`config.mk`:
```
export PLATFORM = sky130hd
export DESIGN_NAME = run_control
export DESIGN_NICKNAME = d
export VERILOG_FILES = /design/src/rtl/sto_pkg.sv /design/src/rtl/sto_chan_if.sv /design/src/rtl/sto_channel.sv /design/src/rtl/run_control.sv
export SDC_FILE = /design/constraint.sdc
export NUM_CORES = 1
export LEC_CHECK = 0
export BUFFER_PORTS_ARGS = -buffer_cell sky130_fd_sc_hd__buf_2
export CAP_MARGIN = 5
export CORE_MARGIN = 1.5
export CORE_UTILIZATION = 30
export DETAILED_ROUTE_END_ITERATION = 7
export HOLD_SLACK_MARGIN = 0.06
export PLACE_DENSITY = 0.47
export SYNTH_ARGS = -nofsm -noshare
export SYNTH_HDL_FRONTEND = slang
export SYNTH_SLANG_ARGS = --single-unit
```
`constraint.sdc`:
```
create_clock -name clk_sys -period 3.91 [get_ports clk_sys]
set_input_delay 0.1955 -clock clk_sys [delete_from_list [all_inputs] [get_ports clk_sys]]
set_output_delay 0.1955 -clock clk_sys [all_outputs]
set_load 0.01 [all_outputs]
```
`src/rtl/sto_pkg.sv`:
```
// constants and types for the control-terminal run and torque-disable logic
package sto_pkg;
  localparam int CLK_PERIOD_NS = 10;
  localparam int TEST_PULSE_MAX_NS = 3000000;
  // mismatch must outlast the longest test pulse, so one cycle beyond it
  localparam int MISMATCH_CYCLES = TEST_PULSE_MAX_NS / CLK_PERIOD_NS + 1;
  localparam logic [7:0] TRIP_CODE_STO = 8'h23;
  localparam logic [7:0] TRIP_CODE_NONE = 8'h00;
  localparam logic SYNC_RESET = 1'b0;
  localparam logic CHAN_OPEN_RESET = 1'b1;
  typedef enum logic [1:0] {
    REF_VOLTAGE,
    REF_CURRENT,
    REF_PRESET_TWO,
    REF_PARAMETER
  } ref_source_t;
  typedef enum logic [1:0] {
    MODE_FWD_REV,
    MODE_LATCHED,
    MODE_RUN_DIR,
    MODE_SPARE
  } run_mode_t;
endpackage : sto_pkg

```
`src/rtl/sto_chan_if.sv`:
```
// link carrying one synchronised torque-disable channel to the control logic
`timescale 1ns/10ps
interface sto_chan_if;
  logic open_q;
  modport chan (output open_q);
  modport ctrl (input open_q);
endinterface : sto_chan_if

```
`src/rtl/sto_channel.sv`:
```
// one torque-disable input: two-stage synchroniser producing an open flag
`timescale 1ns/10ps
module sto_channel (
  input wire logic clk_sys,
  input wire logic rst_b,
  input wire logic pin_in,
  sto_chan_if.chan ch
);
  import sto_pkg::*;
  logic meta_q;

  // first stage only feeds the second; a reset reads as open for safety
  always_ff @(posedge clk_sys) begin
    if (!rst_b) begin
      meta_q <= SYNC_RESET;
      ch.open_q <= CHAN_OPEN_RESET;
    end else begin
      meta_q <= pin_in;
      ch.open_q <= ~meta_q;
    end
  end
endmodule : sto_channel

```
`src/rtl/run_control.sv`:
```
// run/stop decode, reference select and two-channel torque-disable interlock
`timescale 1ns/10ps
module run_control #(
  parameter int MISMATCH_LIMIT = sto_pkg::MISMATCH_CYCLES
) (
  input wire logic clk_sys,
  input wire logic rst_b,
  input wire logic torque_disable_in_a,
  input wire logic torque_disable_in_b,
  input wire logic ref_select_in_lo,
  input wire logic ref_select_in_hi,
  input wire logic run_cmd_in,
  input wire logic stop_dir_cmd_in,
  input wire logic motor_thermal_in,
  input wire sto_pkg::run_mode_t run_mode,
  input wire logic thermal_src_terminal,
  input wire logic brake_req,
  input wire logic trip_clear,
  output sto_pkg::ref_source_t ref_source_q,
  output logic bridge_lock_a_q,
  output logic bridge_lock_b_q,
  output logic brake_enable_q,
  output logic drive_status_relay_q,
  output logic trip_q,
  output logic [7:0] trip_code_q,
  output logic run_fwd_q,
  output logic run_rev_q,
  output logic thermal_detect_en_q,
  output logic thermal_fault_q
);
  import sto_pkg::*;
  localparam int CW = $clog2(MISMATCH_LIMIT + 1);
  localparam int NPIN = 5;

  sto_chan_if chan_a ();
  sto_chan_if chan_b ();
  logic [NPIN-1:0] meta_q;
  logic [NPIN-1:0] pin_q;
  logic [CW-1:0] mis_cnt_q;
  logic mismatch;
  logic mis_expired;
  logic any_open;
  logic run_prev_q;
  logic run_latch_q;
  logic want_fwd;
  logic want_rev;
  logic sel_lo;
  logic sel_hi;
  logic run_s;
  logic stop_s;
  logic therm_s;

  // each channel is synchronised on its own, no shared path
  sto_channel u_chan_a (.clk_sys(clk_sys), .rst_b(rst_b), .pin_in(torque_disable_in_a),
    .ch(chan_a.chan));
  sto_channel u_chan_b (.clk_sys(clk_sys), .rst_b(rst_b), .pin_in(torque_disable_in_b),
    .ch(chan_b.chan));

  // terminal inputs cross two flops before any logic reads them
  always_ff @(posedge clk_sys) begin
    if (!rst_b) begin
      meta_q <= '0;
      pin_q <= '0;
    end else begin
      meta_q <= {motor_thermal_in, stop_dir_cmd_in, run_cmd_in, ref_select_in_hi,
        ref_select_in_lo};
      pin_q <= meta_q;
    end
  end
  assign sel_lo = pin_q[0];
  assign sel_hi = pin_q[1];
  assign run_s = pin_q[2];
  assign stop_s = pin_q[3];
  assign therm_s = pin_q[4];

  // reference source follows the two select inputs
  always_ff @(posedge clk_sys) begin
    if (!rst_b) begin
      ref_source_q <= REF_VOLTAGE;
    end else begin
      ref_source_q <= ref_source_t'({sel_lo, sel_hi});
    end
  end

  // each lock stage follows its own channel one cycle later
  always_ff @(posedge clk_sys) begin
    if (!rst_b) begin
      bridge_lock_a_q <= 1'b1;
      bridge_lock_b_q <= 1'b1;
    end else begin
      bridge_lock_a_q <= chan_a.open_q;
      bridge_lock_b_q <= chan_b.open_q;
    end
  end

  assign any_open = chan_a.open_q | chan_b.open_q;
  assign mismatch = chan_a.open_q ^ chan_b.open_q;
  assign mis_expired = (mis_cnt_q == CW'(MISMATCH_LIMIT));

  // disagreement is timed; a test pulse ends before the limit and is forgiven
  always_ff @(posedge clk_sys) begin
    if (!rst_b) begin
      mis_cnt_q <= '0;
    end else if (!mismatch) begin
      mis_cnt_q <= '0;
    end else if (!mis_expired) begin
      mis_cnt_q <= mis_cnt_q + CW'(1);
    end
  end

  // trip is sticky; a fresh mismatch wins over a clear in the same cycle
  always_ff @(posedge clk_sys) begin
    if (!rst_b) begin
      trip_q <= 1'b0;
      trip_code_q <= TRIP_CODE_NONE;
    end else if (mismatch && mis_expired) begin
      trip_q <= 1'b1;
      trip_code_q <= TRIP_CODE_STO;
    end else if (trip_clear && !mismatch) begin
      trip_q <= 1'b0;
      trip_code_q <= TRIP_CODE_NONE;
    end
  end

  // relay closes only with both channels closed and no trip pending
  always_ff @(posedge clk_sys) begin
    if (!rst_b) begin
      drive_status_relay_q <= 1'b0;
    end else begin
      drive_status_relay_q <= !any_open && !trip_q && !(mismatch && mis_expired);
    end
  end

  // braking needs the bridge, so it is withdrawn whenever a lock applies
  always_ff @(posedge clk_sys) begin
    if (!rst_b) begin
      brake_enable_q <= 1'b0;
    end else begin
      brake_enable_q <= brake_req && !any_open;
    end
  end

  // latched run: rising run edge sets, stop input low releases, stop wins
  always_ff @(posedge clk_sys) begin
    if (!rst_b) begin
      run_prev_q <= 1'b0;
      run_latch_q <= 1'b0;
    end else begin
      run_prev_q <= run_s;
      if (run_mode != MODE_LATCHED || !stop_s) begin
        run_latch_q <= 1'b0;
      end else if (run_s && !run_prev_q) begin
        run_latch_q <= 1'b1;
      end
    end
  end

  // command decode per wiring mode
  always_comb begin
    want_fwd = 1'b0;
    want_rev = 1'b0;
    case (run_mode)
      MODE_FWD_REV: begin
        want_fwd = run_s && !stop_s;
        want_rev = stop_s && !run_s;
      end
      MODE_LATCHED: begin
        want_fwd = run_latch_q;
      end
      MODE_RUN_DIR: begin
        want_fwd = run_s && !stop_s;
        want_rev = run_s && stop_s;
      end
      default: begin
        want_fwd = 1'b0;
        want_rev = 1'b0;
      end
    endcase
  end

  // run is only granted with both inputs closed, as the controller must arrange
  always_ff @(posedge clk_sys) begin
    if (!rst_b) begin
      run_fwd_q <= 1'b0;
      run_rev_q <= 1'b0;
    end else begin
      run_fwd_q <= want_fwd && !any_open && !trip_q;
      run_rev_q <= want_rev && !any_open && !trip_q;
    end
  end

  // thermal sensor ignored until its source is set to the drive terminal
  always_ff @(posedge clk_sys) begin
    if (!rst_b) begin
      thermal_detect_en_q <= 1'b0;
      thermal_fault_q <= 1'b0;
    end else begin
      thermal_detect_en_q <= thermal_src_terminal;
      thermal_fault_q <= thermal_src_terminal && therm_s;
    end
  end
endmodule : run_control

```
==> flow_summary.json <==
{
  "critical_path.cell_chain": "ha_1 -> nor3b_1 -> nand4_1 -> nor2_1 -> mux2i_1",
  "drtPass1Iterations": 4,
  "synth_compound_area_frac": 0.0539,
  "place_hpwl_mm": 2.08,
  "cts-root-buf": "clkbuf_8",
  "hold_path_startpoint": "ref_select_in_hi",
  "finalNetCount": 224,
  "post_drt_wl_per_cell_um": 10.7,
  "cts.repair.resized": 0,
  "antenna_left": 0,
  "min_path_type": "input port to register",
  "period_needed_ns": 1.70,
  "rows": 28,
  "postSynth.asyncResetShare": 0,
  "status": "finished clean",
  "whs_ns": 0.101,
  "synthSimpleGateAreaFrac": 0.276,
  "ir_drop_uv": 203,
  "dp_cells": 275,
  "finalHoldViolations": 0,
  "path_class": "register to register",
  "cts_tree": "built",
  "crit_required_ns": 4.14,
  "postCtsSetupRepairBufs": 0,
  "clk_pin_slew_ns": 0.08,
  "antenna_found_initial": 0,
  "synth_top_family_by_area": "simple AND/OR/NAND/NOR gates",
  "reg2reg_to": "mis_cnt_q[0]",
  "cp-end-kind": "register",
  "grt_pass1_vias": 1115,
  "rrSetupSlack_ns": 2.21,
  "fin_cells": 283,
  "grt_max_degree": 28,
  "drive_gt1_frac": 0.197,
  "fmax_mhz": 588,
  "syn_area_sq_um": 1810,
  "cts-htree-levels": 2,
  "numCtsBuffers": 5,
  "setup_viol": 0,
  "slew_violations": 0,
  "die_area_sq_um": 6510,
  "syn_area_per_cell_sq_um": 9.84,
  "skew_ns": 0.00376,
  "core_area_sq_um": 5890,
  "multi_input_area_sq_um": 779,
  "die_h_um": 80.7,
  "grt_pass1_wl_mm": 5.13,
  "drt_iter0_markers": 59,
  "ys_warn_count": 0,
  "start_util": 0.308,
  "cp.arrival_ns": 1.93,
  "cpMaxStageDelayCell": "nor2_1",
  "place.gp.congestion": 0.718,
  "layout_setup_ws_ns": 2.21,
  "cp-start-kind": "register",
  "power.density_nw_per_um2": 417,
  "grt.overflow.total": 0,
  "fp.dieW_um": 80.7,
  "reg2reg_depth": 5,
  "min_path_cells": 2,
  "viasPerCell": 4.42,
  "synth_fa_ha_area_frac": 0.0207,
  "tns_ns": 0,
  "drv_cap": 0,
  "slowest_delay_ns": 0.43,
  "port_buffers": 27,
  "synth.area.mux_share": 0.0111,
  "ys.flop_type": "dfxtp_1",
  "clock_sinks": 46,
  "synth_seq_cells": 46,
  "ys_seq_area_frac": 0.509,
  "ctsLongestPathBuffers": 2,
  "wirelength_mm": 3.04,
  "drc": 0,
  "final-seq-area_sq_um": 921,
  "synthCells": 184,
  "synthXorXnorAreaFrac": 0.0581,
  "worstMarginPinSlew_ns": 0.513,
  "synth_edf_count": 0,
  "ys_types": 39,
  "n_fill_cell": 624,
  "holdPathEnd": "meta_q[1]",
  "rr_startpoint": "mis_cnt_q[0]",
  "vias": 1252,
  "p_leak_nw": 0.833,
  "worstSkewPairLatency_ns": 0.30,
  "place_ws_ns": 2.21,
  "rsz0062_at_grt": "no",
  "io_pins": 33,
  "syn2layout_area_growth_pct": 13.9,
  "timing.final.crit_share": 0.435,
  "maxSlewHeadroom": 0.657,
  "antenna_cells": 0,
  "hold_buffers": 0,
  "grt_use_total": 0.105,
  "worstPathMaxFanout": 6
}
-- worst max-delay path by stage --
| stage | start | endpoint |
|---|---|---|
| 2_1_floorplan | mis_cnt_q[0] | mis_cnt_q[18] |
| 3_3_place_gp | mis_cnt_q[0] | mis_cnt_q[1] |
| 3_5_place_dp | mis_cnt_q[0] | mis_cnt_q[0] |
| 4_1_cts | mis_cnt_q[0] | mis_cnt_q[0] |
| 5_1_grt | mis_cnt_q[0] | mis_cnt_q[0] |
| 6_report | mis_cnt_q[0] | mis_cnt_q[0] |
-- metrics by stage --
stage	area [sq um]	util	power, mW
after floorplan	1830	-	0.516
after global placement	1950	0.332	0.523
after detailed placement	1950	0.332	0.524
after CTS	2060	0.350	0.881
after global routing	2060	0.350	0.899
final	2060	0.350	0.860
-- per-layer routing --
| metal | track usage | vias to the layer above | routed length, um |
|---|---|---|---|
| li1 | - | 656 | - |
| met1 | 0.133 | 570 | 1530 |
| met2 | 0.151 | 24 | 1340 |
| met3 | 0.0489 | 2 | 155 |
| met4 | 0.0414 | 0 | 18 |
| met5 | 0 | - | 0 |
-- power by group --
group,leakage (nW),internal [mW],switching [mW],total [mW]
Combinational,0.407,0.0137,0.0174,0.0310
Sequential,0.375,0.478,0.00320,0.481
Clock,0.0514,0.191,0.158,0.348
Total,0.833,0.682,0.178,0.860
-- Yosys cell counts (all sizes together), types with 3 or more instances --
| library cell | instances | area share |
|---|---|---|
| dfxtp | 46 | 0.51 |
| and2 | 19 | 0.066 |
| nand2 | 14 | 0.030 |
| nor2 | 13 | 0.027 |
| buf | 12 | 0.050 |
| xor2 | 11 | 0.053 |
| nand4 | 9 | 0.039 |
| a21oi | 6 | 0.017 |
| inv | 6 | 0.012 |
| and3 | 5 | 0.019 |
| and4 | 4 | 0.020 |
| o21ai | 4 | 0.011 |
| or3 | 4 | 0.014 |
| clkbuf | 3 | 0.0062 |
| ha | 3 | 0.021 |
| nand2b | 3 | 0.010 |
| nand3 | 3 | 0.0083 |
| nor4b | 3 | 0.015 |
-- sequential cells by signal, summed over array words and instances (netlist names) --
| name | count |
|---|---|
| brake_enable_q | 1 |
| u_chan_a.ch.open_q | 1 |
| u_chan_b.meta_q | 1 |
| u_chan_a.meta_q | 1 |
| meta_q | 5 |
| mis_cnt_q | 19 |
| ref_source_q | 2 |
| run_fwd_q | 1 |
| run_rev_q | 1 |
| trip_code_q | 1 |
| bridge_lock_a_q | 1 |
| drive_status_relay_q | 1 |
| run_latch_q | 1 |
| thermal_fault_q | 1 |
| bridge_lock_b_q | 1 |
| pin_q | 5 |
| run_prev_q | 1 |
| u_chan_b.ch.open_q | 1 |
| thermal_detect_en_q | 1 |
-- kinds of logic after synthesis --
kind of cell    after synthesis
fa+ha+maj                     3
simple gates                 84
compound gates               15
other cells                   1
mux                           2
flops                        46
buf+inv                      21
xor+xnor                     12
-- layout make-up --
type / count / share of cell area
Clock buffer: 6 / 0.0352
Clock inverter: 2 / 0.0182
Inverter: 6 / 0.0109
Multi-Input combinational cell: 121 / 0.378
Sequential cell: 46 / 0.447
Tap cell: 75 / 0.0455
Timing Repair Buffer: 27 / 0.0655
-- cell usage in the layout (no fill, tap or decap), types with 6 or more instances in the layout --
master   count
dfxtp_1     46
buf_2       27
and2_1      19
nand2_1     13
nor2_1      13
xor2_1      11
nand4_1      8
inv_1        6
a21oi_1      6
-- worst max-delay path, delay by kind of cell (launching register included) --
kind | cells | cell delay (ns)
DFF | 1 | 0.41
and+or+nand+nor | 3 | 0.82
muxes | 1 | 0.23
adders and majority gates | 1 | 0.17
Power figures use the tool's default switching activity.
